## src/rtl/port_e_cfg.svh

```systemverilog
/*
  Offsets, field positions, codes and reset values of the port E
  function select block. Assumes nothing; definitions only.
*/
`ifndef PORT_E_CFG_SVH
`define PORT_E_CFG_SVH

// register indices; the byte address is four times the index
`define PE_DIR_IDX 32'hFFFF83B4
`define PE_FSH_IDX 32'hFFFF83B8
`define PE_FSL_IDX 32'hFFFF83BA

// reset values
`define PE_DIR_RST 16'h0000
`define PE_FSH_RST 16'h0000
`define PE_FSL_RST 16'h0000

// writable bits; the rest read as zero
`define PE_DIR_WMASK 16'hFFFF
`define PE_FSH_WMASK 16'hF000
`define PE_FSL_WMASK 16'h55FF

// field positions
`define PE_P15_POS 14
`define PE_P14_POS 12
`define PE_TMR_POS 8
`define PE_LOW_POS 0

// mode codes
`define PE_CODE_PORT 2'b00
`define PE_CODE_TIMER 2'b01
`define PE_CODE_DMA 2'b10
`define PE_CODE_HOLD 2'b11

`endif

```

## src/rtl/port_e_pkg.sv

```systemverilog
/*
  Types of the port E function select block.
  Assumes the constants header is compiled alongside.
*/
package port_e_pkg;
  // what a pin is connected to
  typedef enum logic [3:0] {
    FN_PORT    = 4'h1,
    FN_TIMER   = 4'h2,
    FN_DMA_OUT = 4'h4,
    FN_DMA_IN  = 4'h8
  } pin_func_t;

  // register decoded from the bus address
  typedef enum logic [3:0] {
    SEL_NONE = 4'h1,
    SEL_DIR  = 4'h2,
    SEL_HIGH = 4'h4,
    SEL_LOW  = 4'h8
  } reg_sel_t;
endpackage

```

## src/rtl/port_e_sync.sv

```systemverilog
/*
  Two-stage synchroniser for pin-level inputs.
  Assumes the inputs are asynchronous to mclk.
*/
`timescale 1ns/1ns
module port_e_sync #(
  parameter int WIDTH = 17
) (
  input wire logic mclk,
  input wire logic resetn,
  input wire logic [WIDTH-1:0] asyncIn,
  output logic [WIDTH-1:0] syncOut
);
  logic [WIDTH-1:0] stage1Q;
  logic [WIDTH-1:0] stage2Q;

  // first stage feeds only the second
  always_ff @(posedge mclk or negedge resetn) begin
    if (!resetn) begin
      stage1Q <= '0;
      stage2Q <= '0;
    end else begin
      stage1Q <= asyncIn;
      stage2Q <= stage1Q;
    end
  end

  assign syncOut = stage2Q;
endmodule

```

## src/rtl/port_e_pin_drive.sv

```systemverilog
/*
  Registered pin output and enable per port E pin.
  Assumes pin kinds and peripheral signals are on mclk.
*/
`timescale 1ns/1ns
module port_e_pin_drive (
  input wire logic mclk,
  input wire logic resetn,
  input port_e_pkg::pin_func_t pinKind [16],
  input wire logic [15:0] periphOut,
  input wire logic [15:0] periphOe,
  input wire logic [15:0] portDataOut,
  input wire logic [15:0] portDir,
  output logic [15:0] pinOut,
  output logic [15:0] pinOe
);
  logic [15:0] outD;
  logic [15:0] outQ;
  logic [15:0] oeD;
  logic [15:0] oeQ;

  // per-pin source select
  always_comb begin
    outD = '0;
    oeD = '0;
    for (int p = 0; p < 16; p++) begin
      case (pinKind[p])
        port_e_pkg::FN_PORT: begin
          outD[p] = portDataOut[p];
          oeD[p] = portDir[p];
        end
        port_e_pkg::FN_TIMER, port_e_pkg::FN_DMA_OUT: begin
          outD[p] = periphOut[p];
          oeD[p] = periphOe[p];
        end
        port_e_pkg::FN_DMA_IN: begin
          outD[p] = 1'b0;
          oeD[p] = 1'b0;
        end
        default: begin
          outD[p] = portDataOut[p];
          oeD[p] = portDir[p];
        end
      endcase
    end
  end

  // register the pads
  always_ff @(posedge mclk or negedge resetn) begin
    if (!resetn) begin
      outQ <= '0;
      oeQ <= '0;
    end else begin
      outQ <= outD;
      oeQ <= oeD;
    end
  end

  assign pinOut = outQ;
  assign pinOe = oeQ;
endmodule

```

## src/rtl/port_e_pin_function_select.sv

```systemverilog
/*
  Port E pin function controller: direction register, two function
  select registers on APB, and routing of 16 pins to port, timer or
  DMA functions. Assumes APB master on mclk; pins and the single-chip
  strap are asynchronous; peripheral signals are on mclk.
*/
// Our own choice: the APB slave port.
// Summary of operation
// - a 16-bit direction register, one read/write bit per pin, resets to zero.
// - the high select register holds pin 15 at bits 15-14 and pin 14 at 13-12; 11-0 read zero.
// - pin 15 code 00 is port, code 10 the DMA channel 1 acknowledge; 01 and 11 reserved.
// - pin 14 code 00 is port, 10 the DMA channel 0 acknowledge, 11 address hold; 01 reserved.
// - in single-chip mode any DMA or address-hold selection leaves the pin a port pin.
// - the low select register has one-bit modes for pins 7-4 at bits 14,12,10,8, zeros at bits 15,13,11,9.
// - a one in the pin 7-4 mode connects timer 2 B, 2 A, 1 B, 1 A; a zero selects port.
// - code 01 on pins 3-0 connects timer 0 D, C, B, A; code 00 selects port.
// - pin 3 code 10 drives the DMA request 1 accepted status; 11 reserved.
// - pin 2 code 10 feeds the DMA channel 1 request input; 11 reserved.
// - pins 1 and 0 code 10 drive the DMA channel 0 request accepted status; 11 reserved.
// - every mode field resets to zero so all pins start as port pins.
// - the registers take 8, 16 and 32-bit accesses.
`timescale 1ns/1ns
`include "port_e_cfg.svh"
module port_e_pin_function_select (
  input wire logic mclk,
  input wire logic resetn,
  input wire logic psel,
  input wire logic penable,
  input wire logic pwrite,
  input wire logic [31:0] paddr,
  input wire logic [31:0] pwdata,
  input wire logic [3:0] pstrb,
  output logic pready,
  output logic [31:0] prdata,
  output logic pslverr,
  input wire logic singleChipMode,
  input wire logic [15:0] pinIn,
  output logic [15:0] pinOut,
  output logic [15:0] pinOe,
  input wire logic [15:0] portDataOut,
  output logic [15:0] portDataIn,
  input wire logic [7:0] timerCapcompOut,
  input wire logic [7:0] timerCapcompOe,
  output logic [7:0] timerCapcompIn,
  input wire logic dma1Acknowledge,
  input wire logic dma0Acknowledge,
  input wire logic addressHoldOut,
  input wire logic dma1RequestAccepted,
  input wire logic dma0RequestAccepted,
  output logic dma1RequestIn
);
  logic [15:0] dirD, dirQ, fshD, fshQ, fslD, fslQ;
  logic [31:0] rdataD, rdataQ;
  logic errD, errQ;
  logic reqInD, reqInQ;
  logic [16:0] syncOut;
  logic singleChip;
  logic setupPhase, accessPhase;
  port_e_pkg::reg_sel_t busSel;
  logic [1:0] modeCode [16];
  port_e_pkg::pin_func_t pinKind [16];
  logic [15:0] periphOut, periphOe;

  // word address compare; byte address is four times the index
  function automatic port_e_pkg::reg_sel_t regSelect(input logic [31:0] addr);
    logic [31:0] dirIdx, fshIdx, fslIdx;
    dirIdx = `PE_DIR_IDX;
    fshIdx = `PE_FSH_IDX;
    fslIdx = `PE_FSL_IDX;
    if (addr[1:0] != 2'h0) return port_e_pkg::SEL_NONE;
    if (addr[31:2] == dirIdx[29:0]) return port_e_pkg::SEL_DIR;
    if (addr[31:2] == fshIdx[29:0]) return port_e_pkg::SEL_HIGH;
    if (addr[31:2] == fslIdx[29:0]) return port_e_pkg::SEL_LOW;
    return port_e_pkg::SEL_NONE;
  endfunction

  // byte-lane merge into a 16-bit register, read-only bits kept
  function automatic logic [15:0] mergeWrite(input logic [15:0] old,
      input logic [15:0] data, input logic [3:0] lanes, input logic [15:0] wmask);
    logic [15:0] m;
    m = {{8{lanes[1]}}, {8{lanes[0]}}} & wmask;
    return (old & ~m) | (data & m);
  endfunction

  // pin function from its mode code and the operating mode
  function automatic port_e_pkg::pin_func_t pinFunc(input int pin,
      input logic [1:0] code, input logic single);
    port_e_pkg::pin_func_t f;
    f = port_e_pkg::FN_PORT;
    case (pin)
      15: if (code == `PE_CODE_DMA) f = port_e_pkg::FN_DMA_OUT;
      14: if (code == `PE_CODE_DMA || code == `PE_CODE_HOLD) begin
        f = port_e_pkg::FN_DMA_OUT;
      end
      7, 6, 5, 4: if (code[0]) f = port_e_pkg::FN_TIMER;
      3, 1, 0: begin
        if (code == `PE_CODE_TIMER) f = port_e_pkg::FN_TIMER;
        if (code == `PE_CODE_DMA) f = port_e_pkg::FN_DMA_OUT;
      end
      2: begin
        if (code == `PE_CODE_TIMER) f = port_e_pkg::FN_TIMER;
        if (code == `PE_CODE_DMA) f = port_e_pkg::FN_DMA_IN;
      end
      default: f = port_e_pkg::FN_PORT;
    endcase
    // in single-chip mode DMA and address-hold functions fall back to port here
    if (single && (f == port_e_pkg::FN_DMA_OUT || f == port_e_pkg::FN_DMA_IN)) begin
      f = port_e_pkg::FN_PORT;
    end
    return f;
  endfunction

  // pins and the single-chip strap cross into mclk
  port_e_sync #(.WIDTH(17)) u_sync (
    .mclk(mclk),
    .resetn(resetn),
    .asyncIn({singleChipMode, pinIn}),
    .syncOut(syncOut)
  );

  assign singleChip = syncOut[16];
  assign portDataIn = syncOut[15:0];
  assign timerCapcompIn = syncOut[7:0];

  // bus phases; zero wait states
  assign setupPhase = psel && !penable;
  assign accessPhase = psel && penable;
  assign busSel = regSelect(paddr);
  assign pready = 1'b1;
  assign prdata = rdataQ;
  assign pslverr = errQ && accessPhase;

  // register writes at the access edge, read data staged at setup
  always_comb begin
    dirD = dirQ;
    fshD = fshQ;
    fslD = fslQ;
    rdataD = rdataQ;
    errD = errQ;
    if (accessPhase && pwrite) begin
      case (busSel)
        port_e_pkg::SEL_DIR: dirD = mergeWrite(dirQ, pwdata[15:0], pstrb,
          `PE_DIR_WMASK);
        port_e_pkg::SEL_HIGH: fshD = mergeWrite(fshQ, pwdata[15:0], pstrb,
          `PE_FSH_WMASK);
        port_e_pkg::SEL_LOW: fslD = mergeWrite(fslQ, pwdata[15:0], pstrb,
          `PE_FSL_WMASK);
        default: dirD = dirQ;
      endcase
    end
    if (setupPhase) begin
      errD = (busSel == port_e_pkg::SEL_NONE);
      rdataD = 32'h0000_0000;
      if (!pwrite) begin
        case (busSel)
          port_e_pkg::SEL_DIR: rdataD = {16'h0000, dirQ};
          port_e_pkg::SEL_HIGH: rdataD = {16'h0000, fshQ & `PE_FSH_WMASK};
          port_e_pkg::SEL_LOW: rdataD = {16'h0000, fslQ & `PE_FSL_WMASK};
          default: rdataD = 32'h0000_0000;
        endcase
      end
    end
  end

  // register file; all fields clear at reset
  always_ff @(posedge mclk or negedge resetn) begin
    if (!resetn) begin
      dirQ <= `PE_DIR_RST;
      fshQ <= `PE_FSH_RST;
      fslQ <= `PE_FSL_RST;
      rdataQ <= 32'h0000_0000;
      errQ <= 1'b0;
    end else begin
      dirQ <= dirD;
      fshQ <= fshD;
      fslQ <= fslD;
      rdataQ <= rdataD;
      errQ <= errD;
    end
  end

  // mode code per pin, pins 13-8 have none
  always_comb begin
    for (int p = 0; p < 16; p++) begin
      modeCode[p] = `PE_CODE_PORT;
    end
    modeCode[15] = fshQ[`PE_P15_POS +: 2];
    modeCode[14] = fshQ[`PE_P14_POS +: 2];
    for (int p = 0; p < 4; p++) begin
      modeCode[p] = fslQ[`PE_LOW_POS + 2 * p +: 2];
      modeCode[p + 4] = {1'b0, fslQ[`PE_TMR_POS + 2 * p]};
    end
  end

  // pin kind for every pin
  for (genvar g = 0; g < 16; g++) begin : g_kind
    assign pinKind[g] = pinFunc(g, modeCode[g], singleChip);
  end

  // peripheral output and enable for each pin
  always_comb begin
    periphOut = '0;
    periphOe = '0;
    periphOut[7:0] = timerCapcompOut;
    periphOe[7:0] = timerCapcompOe;
    periphOut[15] = dma1Acknowledge;
    periphOe[15] = 1'b1;
    periphOut[14] = (modeCode[14] == `PE_CODE_HOLD) ? addressHoldOut
      : dma0Acknowledge;
    periphOe[14] = 1'b1;
    if (pinKind[3] == port_e_pkg::FN_DMA_OUT) begin
      periphOut[3] = dma1RequestAccepted;
      periphOe[3] = 1'b1;
    end
    for (int p = 0; p < 2; p++) begin
      if (pinKind[p] == port_e_pkg::FN_DMA_OUT) begin
        periphOut[p] = dma0RequestAccepted;
        periphOe[p] = 1'b1;
      end
    end
  end

  // request input taken from pin 2 only when selected
  always_comb begin
    reqInD = (pinKind[2] == port_e_pkg::FN_DMA_IN) && syncOut[2];
  end

  always_ff @(posedge mclk or negedge resetn) begin
    if (!resetn) begin
      reqInQ <= 1'b0;
    end else begin
      reqInQ <= reqInD;
    end
  end

  assign dma1RequestIn = reqInQ;

  // pad drivers
  port_e_pin_drive u_drive (
    .mclk(mclk),
    .resetn(resetn),
    .pinKind(pinKind),
    .periphOut(periphOut),
    .periphOe(periphOe),
    .portDataOut(portDataOut),
    .portDir(dirQ),
    .pinOut(pinOut),
    .pinOe(pinOe)
  );
endmodule

```

## config.mk

```make
export PLATFORM = sky130hd
export DESIGN_NAME = port_e_pin_function_select
export DESIGN_NICKNAME = d
export VERILOG_FILES = /design/src/rtl/port_e_pkg.sv /design/src/rtl/port_e_sync.sv /design/src/rtl/port_e_pin_drive.sv /design/src/rtl/port_e_pin_function_select.sv
export VERILOG_INCLUDE_DIRS = /design/src /design/src/rtl
export SDC_FILE = /design/constraint.sdc
export NUM_CORES = 1
export LEC_CHECK = 0
export BUFFER_PORTS_ARGS = -buffer_cell sky130_fd_sc_hd__buf_4
export CORE_MARGIN = 5
export CORE_UTILIZATION = 40
export CTS_BUF_LIST = sky130_fd_sc_hd__clkbuf_16
export CTS_CLUSTER_SIZE = 12
export DETAILED_ROUTE_END_ITERATION = 10
export PLACE_DENSITY = 0.71
export SETUP_SLACK_MARGIN = 0.02
export SLEW_MARGIN = 5
export SYNTH_ARGS = -nofsm -noshare
export SYNTH_HDL_FRONTEND = slang
export SYNTH_SLANG_ARGS = --single-unit
```

## constraint.sdc

```tcl
create_clock -name mclk -period 1.3 [get_ports mclk]
set_input_delay 0.065 -clock mclk [delete_from_list [all_inputs] [get_ports mclk]]
set_output_delay 0.065 -clock mclk [all_outputs]
set_load 0.02 [all_outputs]
```

; ---- Word level (Yosys, flattened, before mapping)
; Index checks and enable logic that the tools add are counted.
[totals]
ramBits = 0
n_memories = 0
word_cells = 202
out_inout_bits = 91
ff_bits = 148
latch_bits = 0
mem_bits_ro = 0
inputBits = 127
[classes]
bitwise = 12
muxes = 71
eq_ne = 68
add_sub_neg = 0
shift = 0
n_mul = 0
magnitude_cmp = 0
n_reduce_logical = 41
div_mod_pow = 0
[ops]
columns = operator, n
row1 = 30-bit == test (second input constant), 3
row2 = 4-bit two-way mux, 22
row3 = 4-bit by 3-bit == test with 1-bit output (second input constant), 21
row4 = 4-bit == test (second input constant), 21
row5 = 16-bit bitwise AND, 5
row6 = 16-bit OR, 3
row7 = 16-bit case mux with 3 select lines, 1
row8 = 4-bit by 2-bit == test with 1-bit output (second input constant), 11
row9 = 1-bit case mux with 2 select lines, 20
row10 = 16-bit inverter, 2
row11 = 2-bit OR reduction, 10
row12 = 1-bit two-way mux, 17
row13 = 16-bit by 15-bit bitwise AND with 16-bit output, 1
row14 = 16-bit two-way mux, 1
row15 = 2-bit two-way mux, 8
row16 = 15-bit inverter with 16-bit output, 1
row17 = 1-bit logical AND, 15
row18 = 2-bit == test (second input constant), 7
row19 = 1-bit logical OR, 11
row20 = 2-bit by 1-bit == test with 1-bit output (second input constant), 4
row21 = 3-bit two-way mux, 2
row22 = 2-bit AND reduction, 3
row23 = 4-bit by 1-bit == test with 1-bit output (second input constant), 1
row24 = 2-bit nonzero test, 1
row25 = 1-bit logical NOT, 1

; ---- Longest topological paths before layout
[logic_depth]
word_depth = 15
mapped_depth = 7
ltp_nobuf = 4

; ---- Hierarchy
; From an unflattened synthesis, not the netlist that was laid out.
[unflattened]
hier_cells = 580
area_unflattened_um2 = 6143.4
[modules_own_cells]
columns = module, area_each_um2, seq_area_each_um2, cells_each, instances
row1 = port_e_pin_function_select, 2670.1, 1251.2, 226, 1
row2 = port_e_pin_drive, 2622.5, 800.8, 320, 1
row3 = port_e_sync, 850.8, 850.8, 34, 1

; ---- Worst setup path after synthesis
; Ideal clock, no wire load.
[synth_path]
path_type = input -> register
from = input paddr[0]
to = register with a tool-made name
setup_time_ns = 0.125
path_slack_ns = -0.562
arrival_ns = 1.738
stages = 5
required_ns = 1.175
path_buffers = 1
cell_sequence = nand4b_1 -> or4_1 -> buf_4 -> nor4_4 -> mux2_2
[synth_rtl]
columns = element, line
row1 = from (decl), port_e_pin_function_select.sv:30  ; input wire logic [31:0] paddr,

==> flow_summary.toml <==
[floorplanning]
start_util_pct = 40.32
ios = 218
fp.dieW_um = 116.8
core_um2 = 11320
dieArea_um2 = 13650
std_cell_rows = 39
die_height_um = 116.8

[hold_path]
holdPathEnd = "u_drive.pinOut[3]"
hold_class = "primary input to register"
hp-start = "dma1RequestAccepted"
min_path_cells = 4

[global_route]
busiest_layer = "met2"
antenna_found_initial = 0
grt_use_met2_pct = 32.80
met3_usage_pct = 6.324
grt_pass1_wl_mm = 19.58
grt_max_degree = 33
grt_usage_pct = 19.22
grt_pass1_vias = 3800
use_met1_pct = 22.58
grt_remaining_overflow = 0

[placement]
gp_congestion = 0.7440
dp_hpwl_mm = 8.899
port_buffers = 182
dpl.cell_count = 640

[synth]
yosys.area.top_type = "dfrtp_1"
synth_top_flop_cell = "dfrtp_1"
synth_area_leaders = "dfrtp_1 (64%), mux2_2 (9.6%), buf_4 (6.9%)"
synth.most_common_cell = "dfrtp_1"
synth_cell_types = 39
ys_warn_count = 0
syn_area_per_cell_um2 = 14.18
ys_async_sr_fraction_pct = 100.0
seq_area_frac_synth_pct = 63.60
yosys.area.top_type_share_pct = 63.60
synth_edf_count = 0
yosys_register_bits = 116
syn_area_um2 = 4564
synth_common_cells = "dfrtp_1 (116), buf_4 (42), mux2_2 (39), a22o_1 (26), o21ai_0 (9)"
synthCells = 322

[cts]
htree_levels = 4
clk_latency_ns = 0.40
cts_buffers = 17
clkTransAtPathRegs_ns = 0.06
cts_sinks = 116
cts-root-buf = "clkbuf_16"
clk_path_buf_depth = 2
cts_tree = "done"

[drt]
drtIter0Drc = 169
dr.pass1.iters = 4
num_vias = 3561
wire_per_inst_um = 17.31
drt-total-wl_mm = 12.84
vias_per_cell = 4.799
remaining_drc_errors = 0
ant_nets = 0

[sta]
slew-limit-headroom_pct = 40.41
holdWs_ns = 0.03460
setup_ws_ns = -0.1711
max_freq_ghz = 0.6798
report.final.slew_viol_count = 0
hold_viol = 0
skew_ns = 0.006584
worst_pin_slew_ns = 0.8920
setup_violations = 46
fin_tns_setup_ns = -5.360
fin_crit_sh_pct = 113.2
rsz0062_at_grt = "true"
period_minus_slack_ns = 1.471

[worst_setup_path]
regToRegSetupSlack_ns = 0.06
cp.depth = 7
cp_num_buf_inv = 3
r2r_cells = 3
critPathArrivalTime_ns = 1.76
start_kind = "primary input"
rr_startpoint = "u_sync.syncOut[16]"
max_stage_delay_ns = 0.52
worstPathRequired_ns = 1.59
endpoint_kind = "register"
slowest_stage = "or4_4"
path_cells = "buf_6 > nand3b_1 > or4_4 > buf_8 > nor4_4 > buf_4 > mux2_2"
reg2reg_to = "u_drive.pinOut[1]"
critPathKind = "primary input to register"
crit_fanout = 6
critical_path.top_delay_family = "simple AND/OR/NAND/NOR gates"

[finish]
regArea_um2 = 2905
instances_no_fill = 742
fill_cells = 817
nets = 714
multi_input_area_um2 = 1546
syn_to_final_growth_pct = 65.82
final_util_pct = 66.85
antenna_cells = 0
drive_gt1_share_pct = 50.08

[power]
power_density_nw_per_um2 = 1177
peakVddDrop_mv = 1.018
total_power_mw = 8.905
power_leakage_nw = 3.766

[status]
violations = "negative setup slack"
status = "finished, violations left"

[job]
maxCapViolations = 0
metal layers:
layer  routed length, um  share of wire [%]
met4                 215                1.7
met5                   0                  0
met3                1031                8.0
met1                5003                 39
met2                6590                 51
worst register-to-register path, cell delays in order, from the launching register on:
cell and delay (ns):
dfrtp_2 0.48, or2_2 0.36, o221ai_1 0.16, o21ai_0 0.11
final cells by class:
type                    instances  area share [%]
flip-flops and latches        116           38.39
multi-input cells             165           20.43
clock inverters                14           1.637
well taps                     143           2.364
clock buffers                  17           5.621
repair buffers                283           31.36
inverters                       4          0.1984
through the flow:
stage / setup WS [ns] / cell area [um2]
final: -0.1711 / 7569
after global routing: -0.2209 / 7569
after CTS: -0.1624 / 7540
after detailed placement: -0.6592 / 6185
after global placement: -0.6362 / 6185
after floorplan: -0.5097 / 4745
logic make-up after synthesis:
family	share of synthesized area, %
buf+inv	8.086
simple gates	8.306
flops	63.60
mux	10.99
other cells	0.1645
compound gates	8.854
power by group:
| group | switching (mW) | internal (mW) | total (mW) | leakage, nW |
|---|---|---|---|---|
| Sequential | 0.0306 | 3.70 | 3.73 | 1.50 |
| Combinational | 0.399 | 0.503 | 0.902 | 1.99 |
| Clock | 1.52 | 2.75 | 4.28 | 0.279 |
| Total | 1.95 | 6.95 | 8.91 | 3.77 |
worst max path at each step:
stage / from / end / slack (ns)
finish: paddr[1] / register / -0.17
global placement: paddr[1] / register / -0.64
floorplan: paddr[1] / register / -0.51
CTS: paddr[1] / register / -0.16
global route: paddr[1] / register / -0.22
detailed placement: paddr[1] / register / -0.66
placed cells by master (no fill, tap or decap), drive strengths merged, types with 4 or more instances in the layout:
cell / n
a22oi: 4
nor2: 5
buf: 214
a21oi: 4
nor4: 4
nor3b: 4
nand2: 7
mux2i: 4
a22o: 26
dlygate4sd3: 69
o221ai: 5
conb: 17
dfrtp: 116
nand4: 4
clkinv: 7
nand2b: 5
inv: 7
o21ai: 9
clkbuf: 17
mux2: 41
repair_timing:
item                                    CTS  global route
hold buffers                             68             1
gates resized for setup                  26             5
endpoints found under the setup margin   51            50
buffers inserted                          1             1
hold endpoints to repair                170             1
pin swaps                                 3             0
Power figures use the tool's default switching activity.
